[src/rtl/doze_pkg.sv]
/*
 Doze clock control package: register offsets, field positions, reset values,
 timing constants and divisor codes shared by both ends.
 Assumes a 125 MHz system clock.
*/
`default_nettype none
package doze_pkg;
	localparam logic [7:0] OFS_CONTROL_TWO    = 8'h41;
	localparam logic [7:0] OFS_CONTROL_FIVE   = 8'h50;
	localparam logic [7:0] OFS_DOZE_EXIT      = 8'h65;
	localparam logic [7:0] OFS_CONTROL_EIGHT  = 8'h66;
	localparam logic [7:0] OFS_CONTROL_ELEVEN = 8'h79;
	// Software start enable lives in a register outside this block's table
	localparam logic [7:0] OFS_CONTROL_ONE    = 8'h40;

	localparam int TIMEOUT_LSB   = 5;
	localparam int DIVISOR_LSB   = 2;
	localparam int SW_SELECT_BIT = 0;
	localparam int START_BIT     = 3;
	localparam int SMI_EXIT_BIT  = 4;
	localparam int STOP_SEL_BIT  = 6;
	localparam int DOZE_TYPE_BIT = 5;
	localparam int SMM_EXIT_BIT  = 4;
	localparam int SW_ENABLE_BIT = 0;

	localparam logic [7:0] RESET_VALUE = 8'h00;

	// Timing: clock rate and the clock switch delay
	localparam int CLOCK_MHZ       = 125;
	localparam int SWITCH_DELAY_US = 1000;
	localparam int SWITCH_CYCLES   = SWITCH_DELAY_US * CLOCK_MHZ;
	// Oscillator tick used as timeout time base: one microsecond
	localparam int US_CYCLES       = CLOCK_MHZ;

	// Timeout periods in microseconds for codes 000..111
	localparam int TIMEOUT_US_0 = 2000;
	localparam int TIMEOUT_US_1 = 4000;
	localparam int TIMEOUT_US_2 = 8000;
	localparam int TIMEOUT_US_3 = 32000;
	localparam int TIMEOUT_US_4 = 128000;
	localparam int TIMEOUT_US_5 = 512000;
	localparam int TIMEOUT_US_6 = 2000000;
	localparam int TIMEOUT_US_7 = 8000000;

	// Divide ratios for codes 000..101; 110 and 111 reserved (treated as 1)
	localparam logic [4:0] DIV_1  = 5'h01;
	localparam logic [4:0] DIV_2  = 5'h02;
	localparam logic [4:0] DIV_4  = 5'h04;
	localparam logic [4:0] DIV_8  = 5'h08;
	localparam logic [4:0] DIV_16 = 5'h10;
	localparam logic [4:0] DIV_3  = 5'h03;
endpackage
`default_nettype wire

[src/rtl/doze_if.sv]
/*
 Link between the doze clock controller and the CPU side: register port,
 wake events and the clock control it receives.
 Assumes one shared clock; the testbench instantiates and joins both ends.
*/
`timescale 1ns/1ps
`default_nettype none
interface doze_if;
	logic       reg_write;   // One-cycle write strobe
	logic       reg_read;    // One-cycle read strobe
	logic [7:0] reg_addr;
	logic [7:0] reg_wdata;
	logic [7:0] reg_rdata;   // Valid cycle after reg_read
	logic       access_evt;  // Enabled access activity, pulse
	logic       smi_evt;     // SMI asserted, pulse
	logic       irq_evt;     // Enabled IRQ, pulse
	logic       in_smm;      // CPU executing in SMM, level
	logic       cpu_clk_en;  // Gate for CPU clock
	logic       sys_clk_en;  // Gate for chipset clock
	logic       doze_active; // Doze in effect, level

	modport device (input reg_write, reg_read, reg_addr, reg_wdata, access_evt,
		smi_evt, irq_evt, in_smm, output reg_rdata, cpu_clk_en, sys_clk_en,
		doze_active);
	modport host (output reg_write, reg_read, reg_addr, reg_wdata, access_evt,
		smi_evt, irq_evt, in_smm, input reg_rdata, cpu_clk_en, sys_clk_en,
		doze_active);
endinterface
`default_nettype wire

[src/rtl/doze_clock_control.sv]
/*
 Doze clock controller: inactivity timer, software start, clock slowing or
 stopping, and wake on access, SMI or IRQ.
 Assumes the host end drives the register port and events on the same clock.
*/
// Behaviour
// - SMM stop-clock option lets SMI wake doze
// - SMI exit bit ends doze on SMI outside SMM
// - Timeout code selects 2ms to 8s
// - Divisor code selects 1,2,4,8,16,3
// - Doze type slows or stops CPU clock
// - Select zero enables hardware inactivity timer
// - Select one: software entry only
// - Timer expiry slows CPU and chipset clocks
// - Enabled access, SMI, IRQ restore full speed
// - Host clears stop bits for slow doze
// - Host sets stop bits for stop doze
// - Writing start bit begins software doze
// - Host sets SMI exit for stop clock
// - Clock switch takes about one millisecond
// - Start bit reads timer timed-out status
// - Start honoured only when enable bit set
`timescale 1ns/1ps
`default_nettype none
module doze_clock_control #(
	// Timing counts default to the real figures; a bench may pass smaller ones
	// to keep runs short. The counters hold at most 131071 and 127.
	parameter int SWITCH_CYCLES = doze_pkg::SWITCH_CYCLES,
	parameter int US_CYCLES     = doze_pkg::US_CYCLES
) (
	input  wire logic clock,
	input  wire logic rst,
	doze_if.device    link
);
	typedef enum logic [1:0] {
		ST_FULL     = 2'b00,
		ST_ENTERING = 2'b01,
		ST_DOZE     = 2'b11,
		ST_LEAVING  = 2'b10
	} phase_t;

	typedef struct packed {
		logic [7:0]  ctl_one;
		logic [7:0]  ctl_two;
		logic [7:0]  exit_cfg;
		logic [7:0]  ctl_eight;
		logic [7:0]  ctl_eleven;
		logic [7:0]  rdata;
		logic [6:0]  us_cnt;
		logic [22:0] idle_us;
		logic        timed_out;
		phase_t      phase;
		logic [16:0] switch_cnt;
		logic [4:0]  div_cnt;
		logic        tick;
	} state_t;

	state_t s_r;
	state_t s_nxt;

	// Timeout in microseconds from the code
	function automatic logic [22:0] timeout_us(input logic [2:0] code);
		unique case (code)
			3'h0: timeout_us = 23'(doze_pkg::TIMEOUT_US_0);
			3'h1: timeout_us = 23'(doze_pkg::TIMEOUT_US_1);
			3'h2: timeout_us = 23'(doze_pkg::TIMEOUT_US_2);
			3'h3: timeout_us = 23'(doze_pkg::TIMEOUT_US_3);
			3'h4: timeout_us = 23'(doze_pkg::TIMEOUT_US_4);
			3'h5: timeout_us = 23'(doze_pkg::TIMEOUT_US_5);
			3'h6: timeout_us = 23'(doze_pkg::TIMEOUT_US_6);
			3'h7: timeout_us = 23'(doze_pkg::TIMEOUT_US_7);
		endcase
	endfunction

	// Divide ratio from the code; reserved codes run undivided
	function automatic logic [4:0] divisor(input logic [2:0] code);
		unique case (code)
			3'h0: divisor = doze_pkg::DIV_1;
			3'h1: divisor = doze_pkg::DIV_2;
			3'h2: divisor = doze_pkg::DIV_4;
			3'h3: divisor = doze_pkg::DIV_8;
			3'h4: divisor = doze_pkg::DIV_16;
			3'h5: divisor = doze_pkg::DIV_3;
			default: divisor = doze_pkg::DIV_1;
		endcase
	endfunction

	logic       wake;
	logic       hw_mode;
	logic       start_req;
	logic       stop_type;
	logic [4:0] ratio;

	// Wake qualification
	always_comb
	begin
		hw_mode   = ~s_r.ctl_two[doze_pkg::SW_SELECT_BIT];
		stop_type = s_r.ctl_eight[doze_pkg::DOZE_TYPE_BIT];
		ratio     = divisor(s_r.ctl_two[doze_pkg::DIVISOR_LSB +: 3]);
		// In SMM the ordinary SMI exit is masked; only the SMM option helps
		wake = link.access_evt | link.irq_evt
			| (link.smi_evt & ~link.in_smm & s_r.exit_cfg[doze_pkg::SMI_EXIT_BIT])
			| (link.smi_evt & link.in_smm & stop_type
				& s_r.ctl_eleven[doze_pkg::SMM_EXIT_BIT]);
		start_req = link.reg_write && link.reg_addr == doze_pkg::OFS_CONTROL_FIVE
			&& link.reg_wdata[doze_pkg::START_BIT]
			&& s_r.ctl_one[doze_pkg::SW_ENABLE_BIT];
	end

	// Next-state logic
	always_comb
	begin
		s_nxt = s_r;
		// Register writes; start bit is a strobe, not stored
		if (link.reg_write)
		begin
			unique case (link.reg_addr)
				doze_pkg::OFS_CONTROL_ONE:    s_nxt.ctl_one    = link.reg_wdata;
				doze_pkg::OFS_CONTROL_TWO:    s_nxt.ctl_two    = link.reg_wdata;
				doze_pkg::OFS_DOZE_EXIT:      s_nxt.exit_cfg   = link.reg_wdata;
				doze_pkg::OFS_CONTROL_EIGHT:  s_nxt.ctl_eight  = link.reg_wdata;
				doze_pkg::OFS_CONTROL_ELEVEN: s_nxt.ctl_eleven = link.reg_wdata;
				default: ;
			endcase
		end
		// Register reads, one cycle latency; unmapped reads zero
		s_nxt.rdata = 8'h00;
		if (link.reg_read)
		begin
			unique case (link.reg_addr)
				doze_pkg::OFS_CONTROL_ONE:    s_nxt.rdata = s_r.ctl_one;
				doze_pkg::OFS_CONTROL_TWO:    s_nxt.rdata = s_r.ctl_two;
				doze_pkg::OFS_CONTROL_FIVE:
					s_nxt.rdata = 8'(s_r.timed_out) << doze_pkg::START_BIT;
				doze_pkg::OFS_DOZE_EXIT:      s_nxt.rdata = s_r.exit_cfg;
				doze_pkg::OFS_CONTROL_EIGHT:  s_nxt.rdata = s_r.ctl_eight;
				doze_pkg::OFS_CONTROL_ELEVEN: s_nxt.rdata = s_r.ctl_eleven;
				default: ;
			endcase
		end
		// Microsecond time base for the inactivity timer
		s_nxt.tick = 1'b0;
		if (s_r.us_cnt == 7'(US_CYCLES - 1))
		begin
			s_nxt.us_cnt = 7'h00;
			s_nxt.tick   = 1'b1;
		end
		else
			s_nxt.us_cnt = s_r.us_cnt + 7'h01;
		// Inactivity timer; events reload it, expiry latches status
		if (!hw_mode || wake)
		begin
			s_nxt.idle_us   = 23'h000000;
			s_nxt.timed_out = 1'b0;
		end
		else if (s_r.tick && !s_r.timed_out)
		begin
			if (s_r.idle_us + 23'h000001
				>= timeout_us(s_r.ctl_two[doze_pkg::TIMEOUT_LSB +: 3]))
				s_nxt.timed_out = 1'b1;
			else
				s_nxt.idle_us = s_r.idle_us + 23'h000001;
		end
		// Doze phases with the clock switch delay on entry and exit; a wake while entering returns at once
		unique case (s_r.phase)
			ST_FULL:
			if (!wake && ((hw_mode && s_nxt.timed_out && !s_r.timed_out) || start_req))
			begin
				s_nxt.phase      = ST_ENTERING;
				s_nxt.switch_cnt = 17'(SWITCH_CYCLES - 1);
			end
			ST_ENTERING:
			if (wake)
				s_nxt.phase = ST_FULL;
			else if (s_r.switch_cnt == 17'h00000)
				s_nxt.phase = ST_DOZE;
			else
				s_nxt.switch_cnt = s_r.switch_cnt - 17'h00001;
			ST_DOZE:
			if (wake)
			begin
				s_nxt.phase      = ST_LEAVING;
				s_nxt.switch_cnt = 17'(SWITCH_CYCLES - 1);
			end
			ST_LEAVING:
			if (s_r.switch_cnt == 17'h00000)
				s_nxt.phase = ST_FULL;
			else
				s_nxt.switch_cnt = s_r.switch_cnt - 17'h00001;
		endcase
		// Divider producing the slowed clock enable
		if (s_r.div_cnt + 5'h01 >= ratio)
			s_nxt.div_cnt = 5'h00;
		else
			s_nxt.div_cnt = s_r.div_cnt + 5'h01;
	end

	// State register
	always_ff @(posedge clock)
	begin
		if (rst)
		begin
			s_r       <= '0;
			s_r.phase <= ST_FULL;
		end
		else
			s_r <= s_nxt;
	end

	// Clock gating outputs: chipset always slowed, CPU slowed or stopped
	assign link.doze_active = (s_r.phase == ST_DOZE);
	assign link.sys_clk_en  = !link.doze_active || s_r.div_cnt == 5'h00;
	assign link.cpu_clk_en  = !link.doze_active
		|| (!stop_type && s_r.div_cnt == 5'h00);
	assign link.reg_rdata   = s_r.rdata;
endmodule
`default_nettype wire

[src/flat_wrapper.sv]
// flat-port wrapper written by rule: the top's interface ports become plain ports
module doze_clock_control_flat 
#(
	                                                                           
	                                                                
	parameter int SWITCH_CYCLES = doze_pkg::SWITCH_CYCLES,
	parameter int US_CYCLES     = doze_pkg::US_CYCLES
)
  (clock, rst, link_reg_write, link_reg_read, link_reg_addr, link_reg_wdata, link_access_evt, link_smi_evt, link_irq_evt, link_in_smm, link_reg_rdata, link_cpu_clk_en, link_sys_clk_en, link_doze_active);
  doze_if link_i ();
  input  wire logic clock;
  input  wire logic rst;
  input wire logic [$bits(link_i.reg_write)-1:0] link_reg_write;
  input wire logic [$bits(link_i.reg_read)-1:0] link_reg_read;
  input wire logic [$bits(link_i.reg_addr)-1:0] link_reg_addr;
  input wire logic [$bits(link_i.reg_wdata)-1:0] link_reg_wdata;
  input wire logic [$bits(link_i.access_evt)-1:0] link_access_evt;
  input wire logic [$bits(link_i.smi_evt)-1:0] link_smi_evt;
  input wire logic [$bits(link_i.irq_evt)-1:0] link_irq_evt;
  input wire logic [$bits(link_i.in_smm)-1:0] link_in_smm;
  output wire logic [$bits(link_i.reg_rdata)-1:0] link_reg_rdata;
  output wire logic [$bits(link_i.cpu_clk_en)-1:0] link_cpu_clk_en;
  output wire logic [$bits(link_i.sys_clk_en)-1:0] link_sys_clk_en;
  output wire logic [$bits(link_i.doze_active)-1:0] link_doze_active;
  assign link_i.reg_write = link_reg_write;
  assign link_i.reg_read = link_reg_read;
  assign link_i.reg_addr = link_reg_addr;
  assign link_i.reg_wdata = link_reg_wdata;
  assign link_i.access_evt = link_access_evt;
  assign link_i.smi_evt = link_smi_evt;
  assign link_i.irq_evt = link_irq_evt;
  assign link_i.in_smm = link_in_smm;
  assign link_reg_rdata = link_i.reg_rdata;
  assign link_cpu_clk_en = link_i.cpu_clk_en;
  assign link_sys_clk_en = link_i.sys_clk_en;
  assign link_doze_active = link_i.doze_active;
  doze_clock_control #(.SWITCH_CYCLES(SWITCH_CYCLES), .US_CYCLES(US_CYCLES)) u_core (.clock(clock), .rst(rst), .link(link_i));
endmodule
[config.mk]
export PLATFORM = sky130hd
export DESIGN_NAME = doze_clock_control_flat
export DESIGN_NICKNAME = d
export VERILOG_FILES = /design/src/rtl/doze_pkg.sv /design/src/rtl/doze_if.sv /design/src/rtl/doze_clock_control.sv /design/src/flat_wrapper.sv
export SDC_FILE = /design/constraint.sdc
export NUM_CORES = 1
export LEC_CHECK = 0
export BUFFER_PORTS_ARGS = -buffer_cell sky130_fd_sc_hd__buf_2
export CORE_UTILIZATION = 56
export DETAILED_ROUTE_END_ITERATION = 8
export GPL_TIMING_DRIVEN = 0
export PLACE_DENSITY = 0.74
export SYNTH_ARGS = -nofsm -noshare
export SYNTH_HDL_FRONTEND = slang
export SYNTH_SLANG_ARGS = --single-unit
[constraint.sdc]
create_clock -name clock -period 4.64 [get_ports clock]
set_input_delay 0.232 -clock clock [delete_from_list [all_inputs] [get_ports clock]]
set_output_delay 0.232 -clock clock [all_outputs]
set_load 0.005 [all_outputs]
==> metrics, run 1 <==
crit end category flop; Total GRT Usage 0.280; Post-synth EDFFs 0; Worst Path Required 5090 ps; FF+latch count, synth 121; PwrDens 343 mW/mm2; distinct cell type count after synthesis 64; Initial Utilization 0.573; post-synthesis cell count 736; Ports 35; Setup TNS Final 0 ps; Worst-path clk slew 60 ps; Sink Count 121; RSZ-0062 raised after global routing true; fraction of layout cells with a size suffix above 1 0.133; Post-synth ARST share 0; largest net degree at the start of global routing 17; Hold Violations, Final 0; Slowest cell on crit path or4_1; fmax 228 MHz; Primary FF master, synth dfxtp_1; H-tree depth 4; cells along the critical path ha_1 -> nand3_2 -> or4_1 -> buf_2 -> or3_4 -> xnor2_1 -> ha_1 -> nand4_1 -> nor4_1 -> a31oi_1 -> o22ai_2 -> a21oi_1 -> or4_1 -> a21oi_1; Layout area overhead 16.4%; layout net count 853; Avg WL per Cell 15.9 um; Pre-antenna DRT Iters 5; TritonCTS Buffers 17; maxcap violations 0; initial antenna violation count 0; input/output buffers 33; CTS root buffer clkbuf_8; Antenna Nets Post-Route 0; register area share after synthesis 0.392; Top delay family on crit path simple AND/OR/NAND/NOR gates; status finished, final reports clean; CORE AREA 0.0108 mm2; Synthesized Nets 796; crit path max fanout 8; Post-Route WL 15.0 mm; dpl cells 909; # DRC 0; synth warn 0; Critical Path Source Type flop; clock skew 5.79 ps; die area 0.0115 mm2; mapped cell area 0.00618 mm2; first-pass GRT wire length 25.2 mm; row count 38; Die Wd 107 um; post-detail-place hpwl 10.5 mm; leakage 2.69 nW; Via density 5.87; worst-margin pin slew 1230 ps; final RePlAce weighted congestion 0.856; Worst path max stage delay 560 ps; via count of the first global-routing pass 5336; maximum vdd drop 0.237 mV; total number of vias 5545; Setup CP Type reg -> reg; chip height 107 um; Final Slew Violations 0; Post-Syn Area per Cell 8.40 um2; DR iter-0 viols 444; Slew HR 0.169; minimum clock period 4390 ps; CTS tree done; # fillers 867; Skew-Pair Late Insertion Delay 530 ps; Bufs and invs on worst path 1; CTS max path bufs 2; antenna diode count 0; grt total ovfl 0; Critical Path AT 4850 ps; Finish-stage setup viols 0; Hold/Removal Path Class in -> reg; Layout Cells excl Fill 944; fin crit share 0.947
logic make-up after synthesis:
kind of cell / share of synthesized area
fa+ha+maj: 0.0728
flops: 0.392
mux: 0.00829
buf+inv: 0.0548
xor+xnor: 0.0736
simple gates: 0.264
compound gates: 0.135
cell usage after synthesis (all sizes together), types with 3 or more instances:
master	count	share of area
or2	9	0.0091
or3b	3	0.0042
a211oi	3	0.0036
o21ai	13	0.011
and2	5	0.0051
clkbuf	28	0.017
nand4	11	0.011
nor4	16	0.023
a21oi	68	0.056
a222oi	7	0.011
nor3	16	0.015
xor2	14	0.020
or3	11	0.012
dfxtp	121	0.39
nand2	77	0.047
a31oi	8	0.0081
mux2i	4	0.0065
nor3b	4	0.0065
ha	36	0.073
nand3b	5	0.0061
buf	12	0.014
or4	12	0.015
and3	8	0.0081
o31ai	10	0.012
nor2	69	0.042
a22oi	9	0.011
nand2b	5	0.0051
nand3	50	0.041
inv	39	0.024
xnor2	38	0.054
worst paths after layout:
| check | cells past startpoint | end | from | slack [ps] |
|---|---|---|---|---|
| min reg2reg | 2 | u_core.s_r[101]$_SDFFE_PP0P_ | u_core.s_r[101]$_SDFFE_PP0P_ | 460 |
| max reg2reg | 14 | u_core.s_r[16]$_SDFFE_PP0P_ | u_core.s_r[26]$_SDFFE_PP0P_ | 250 |
| min | 3 | u_core.s_r[87]$_SDFFE_PP0P_ | link_reg_wdata[7] | 10 |
| max | 14 | u_core.s_r[16]$_SDFFE_PP0P_ | u_core.s_r[26]$_SDFFE_PP0P_ | 250 |
worst reg2reg max path, cell delays in order, from the launching register on:
cell	delay [ps]
dfxtp_1	390
ha_1	240
nand3_2	140
or4_1	560
buf_2	190
or3_4	400
xnor2_1	170
ha_1	330
nand4_1	160
nor4_1	300
a31oi_1	180
o22ai_2	300
a21oi_1	270
or4_1	540
a21oi_1	160
report_power, final:
group	internal, mW	leakage, nW	switching [mW]
combinational	0.0192	1.42	0.0425
sequential	1.04	0.975	0.00244
clock	0.909	0.294	0.455
total	1.97	2.69	0.500
cell type report:
| cell class | count | area [um2] | area share |
|---|---|---|---|
| repair buffers | 40 | 225 | 0.0313 |
| plain buffers | 38 | 185 | 0.0257 |
| clock inverters | 7 | 141 | 0.0196 |
| well taps | 140 | 175 | 0.0243 |
| multi-input cells | 536 | 3440 | 0.477 |
| flip-flops and latches | 121 | 2420 | 0.337 |
| clock buffers | 23 | 467 | 0.0648 |
| inverters | 39 | 146 | 0.0203 |
what timing repair did:
item,4_1_cts,5_1_grt
gates resized for setup,1,2
buffers inserted,0,4
setup endpoints to repair,4,27
hold buffers,3,0
pin swaps,0,2
hold endpoints to repair,4,0
through the flow:
step	power [mW]	util	hold WS [ps]	cell area, um2	worst slack (ps)
floorplan	1.10	-	376	6180	773
global placement	1.12	0.605	441	6530	158
detailed placement	1.13	0.605	447	6530	61.3
CTS	2.48	0.665	1.69	7170	106
global route	2.53	0.667	8.25	7200	-20.6
finish	2.47	0.667	9.74	7200	247
metal layers:
metal  vias to the layer above  track usage  wire length [um]
li1                       2706            -                 -
met1                      2600        0.344              6340
met5                         -            0                 0
met3                        35       0.0650               960
met2                       204        0.466              7340
met4                         0        0.125               336
cell usage in the layout, fill, tap and decap left out, types with 11 or more instances in the layout:
| cell | count |
|---|---|
| a21oi_1 | 66 |
| buf_2 | 34 |
| buf_4 | 13 |
| clkbuf_1 | 28 |
| clkbuf_16 | 16 |
| dfxtp_1 | 121 |
| ha_1 | 36 |
| inv_1 | 38 |
| nand2_1 | 77 |
| nand3_1 | 49 |
| nand4_1 | 11 |
| nor2_1 | 69 |
| nor3_1 | 15 |
| o21ai_0 | 12 |
| or4_1 | 12 |
| xnor2_1 | 38 |
| xor2_1 | 14 |
Note: power is estimated with default switching activity, not from simulation.
==> run 2, diff against run 1 <==
--- a/config.mk
+++ b/config.mk
@@ -9,6 +9,7 @@
 export CORE_UTILIZATION = 56
 export DETAILED_ROUTE_END_ITERATION = 8
 export GPL_TIMING_DRIVEN = 0
+export MAX_ROUTING_LAYER = met4
 export PLACE_DENSITY = 0.74
 export SYNTH_ARGS = -nofsm -noshare
 export SYNTH_HDL_FRONTEND = slang
==> run 2 against run 1 <==
Against the previous run: critical path depth unchanged; power rose by 0.18%; maximum frequency increased by 0.33%; utilization unchanged; sequential power hardly changed; largest cell class unchanged; design area unchanged; highest routed layer unchanged; first-iteration DRC count is the same; flip-flop and latch count is the same.
==> metrics, run 2 (synthesis gave the netlist of run 1 again) <==
Hold/Removal Path Class in -> reg; Hold Violations, Final 0 (unchanged); TritonCTS Buffers 17 (unchanged); fin crit share 0.944 (-0.00307); worst-margin pin slew 1230 ps (+3.45 ps); die area 0.0115 mm2 (unchanged); Slowest cell on crit path or4_1; H-tree depth 4 (unchanged); minimum clock period 4380 ps (-14.2 ps); Finish-stage setup viols 0 (unchanged); fraction of layout cells with a size suffix above 1 0.133 (unchanged); maxcap violations 0 (unchanged); maximum vdd drop 0.236 mV (-0.34%); Final Slew Violations 0 (unchanged); row count 38 (unchanged); most common cell after layout, fill and taps aside dfxtp_1; PwrDens 344 mW/mm2 (+0.18%); Initial Utilization 0.573 (unchanged); Worst Path Required 5090 ps (about the same); Die Wd 107 um (unchanged); CORE AREA 0.0108 mm2 (unchanged); Layout area overhead 16.4% (unchanged); clock share of power 0.553 (about the same); leakage 2.69 nW (unchanged); Switching Share 0.204 (+0.00138); post-detail-place hpwl 10.5 mm (unchanged); cells along the critical path ha_1 -> nand3_2 -> or4_1 -> buf_2 -> or3_4 -> xnor2_1 -> ha_1 -> nand4_1 -> nor4_1 -> a31oi_1 -> o22ai_2 -> a21oi_1 -> or4_1 -> a21oi_1; Setup TNS Final 0 ps (unchanged); total number of vias 5525 (-0.36%); Avg WL per Cell 15.9 um (+0.12%); Via density 5.85 (-0.36%); Comb power frac 0.025 (about the same); RSZ-0062 raised after global routing true; Sink Count 121 (unchanged); clock skew 6.19 ps (+0.401 ps); Skew-Pair Late Insertion Delay 530 ps (about the same); CTS root buffer clkbuf_8; Layout Cells excl Fill 944 (unchanged); Pre-antenna DRT Iters 5 (unchanged); minimum hold slack 9.88 ps (+0.139 ps); Worst-path clk slew 60 ps (about the same); fmax 228 MHz (+0.33%); crit end category flop; input/output buffers 33 (unchanged); DR iter-0 viols 444 (unchanged); CTS max path bufs 2 (unchanged); Worst path max stage delay 560 ps (about the same); Slew HR 0.166 (-0.00234); CTS tree done; via count of the first global-routing pass 5339 (+0.056%); grt total ovfl 0 (unchanged); antenna diode count 0 (unchanged); Setup CP Type reg -> reg; dpl cells 909 (unchanged); # DRC 0 (unchanged); Critical Path Source Type flop; chip height 107 um (unchanged); initial antenna violation count 0 (unchanged); Critical Path AT 4830 ps (-20 ps); Total GRT Usage 0.288 (+0.00735); first-pass GRT wire length 25.1 mm (about the same); Int Power 1.97 mW (about the same); Antenna Nets Post-Route 0 (unchanged); crit path max fanout 8 (unchanged); layout net count 853 (unchanged); status finished, final reports clean; part of the power in registers 0.422 (about the same); most frequent cells in the layout dfxtp_1 (121), nand2_1 (77), nor2_1 (69); final RePlAce weighted congestion 0.870 (+1.6%); largest net degree at the start of global routing 17 (unchanged); Post-Route WL 15.0 mm (+0.12%); # fillers 867 (unchanged); Ports 35 (unchanged); P_sw 0.504 mW (+0.87%)
-- run 2: cell counts in the layout (fill, tap and decap cells not counted) --
No cell type changed its count.
-- run 2: per-stage QoR --
stage | instance area [um2] | total power [mW] | setup WS, ps | util
detailed placement | 6530 | 1.13 | 61.3 | 0.605
CTS | 7170 | 2.48 | 106 | 0.665
global placement | 6530 | 1.12 | 158 | 0.605
global route | 7200 | 2.53 | -20.4 | 0.667
floorplan | 6180 | 1.10 | 773 | -
finish | 7200 | 2.47 | 261 | 0.667
-- run 2: cell type report --
class / count / area, um2 / area share
well taps: 140 / 175 / 0.0243
flip-flops and latches: 121 / 2420 / 0.337
multi-input cells: 536 / 3440 / 0.477
clock buffers: 23 / 467 / 0.0648
clock inverters: 7 / 141 / 0.0196
inverters: 39 / 146 / 0.0203
plain buffers: 38 / 185 / 0.0257
repair buffers: 40 / 225 / 0.0313
-- run 2: power groups by stage --
stage               clock, mW  combinational [mW]  sequential (mW)
finish                   1.37              0.0616             1.04
global route             1.42              0.0682             1.05
CTS                      1.38              0.0609             1.04
detailed placement          0              0.0582             1.07
global placement            0              0.0568             1.07
floorplan                   0              0.0294             1.07
-- run 2: timing repair --
action,CTS,global route
resized for setup,1,2
hold endpoints to repair,4,0
buffers inserted,0,4
setup endpoints to repair,4,27
pin swaps,0,2
hold buffers,3,0
-- run 2: worst paths after layout --
kind | depth (start not counted) | slack (ps) | end | startpoint
worst max-delay path | 14 | 260 | u_core.s_r[16]$_SDFFE_PP0P_ | u_core.s_r[26]$_SDFFE_PP0P_
worst min-delay path | 3 | 10 | u_core.s_r[87]$_SDFFE_PP0P_ | link_reg_wdata[7]
worst max register to register | 14 | 260 | u_core.s_r[16]$_SDFFE_PP0P_ | u_core.s_r[26]$_SDFFE_PP0P_
worst min register to register | 2 | 450 | u_core.s_r[101]$_SDFFE_PP0P_ | u_core.s_r[101]$_SDFFE_PP0P_
-- run 2: critical path, delay by kind of cell (launching register included) --
| family | cells | cell delay [ps] |
|---|---|---|
| buffers and inverters | 1 | 190 |
| flip-flops | 1 | 380 |
| AND/OR/NAND/NOR | 6 | 2100 |
| adder cells (fa/ha/maj) | 2 | 570 |
| XOR/XNOR | 1 | 170 |
| AO/OA/AOI/OAI | 4 | 910 |
-- run 2: routing by layer --
| layer | GRT usage | vias to the layer above | wire length, um |
|---|---|---|---|
| li1 | - | 2706 | - |
| met5 | - | - | 0 |
| met2 | 0.467 | 185 | 7320 |
| met3 | 0.0614 | 36 | 934 |
| met4 | 0.128 | 0 | 357 |
| met1 | 0.343 | 2598 | 6380 |
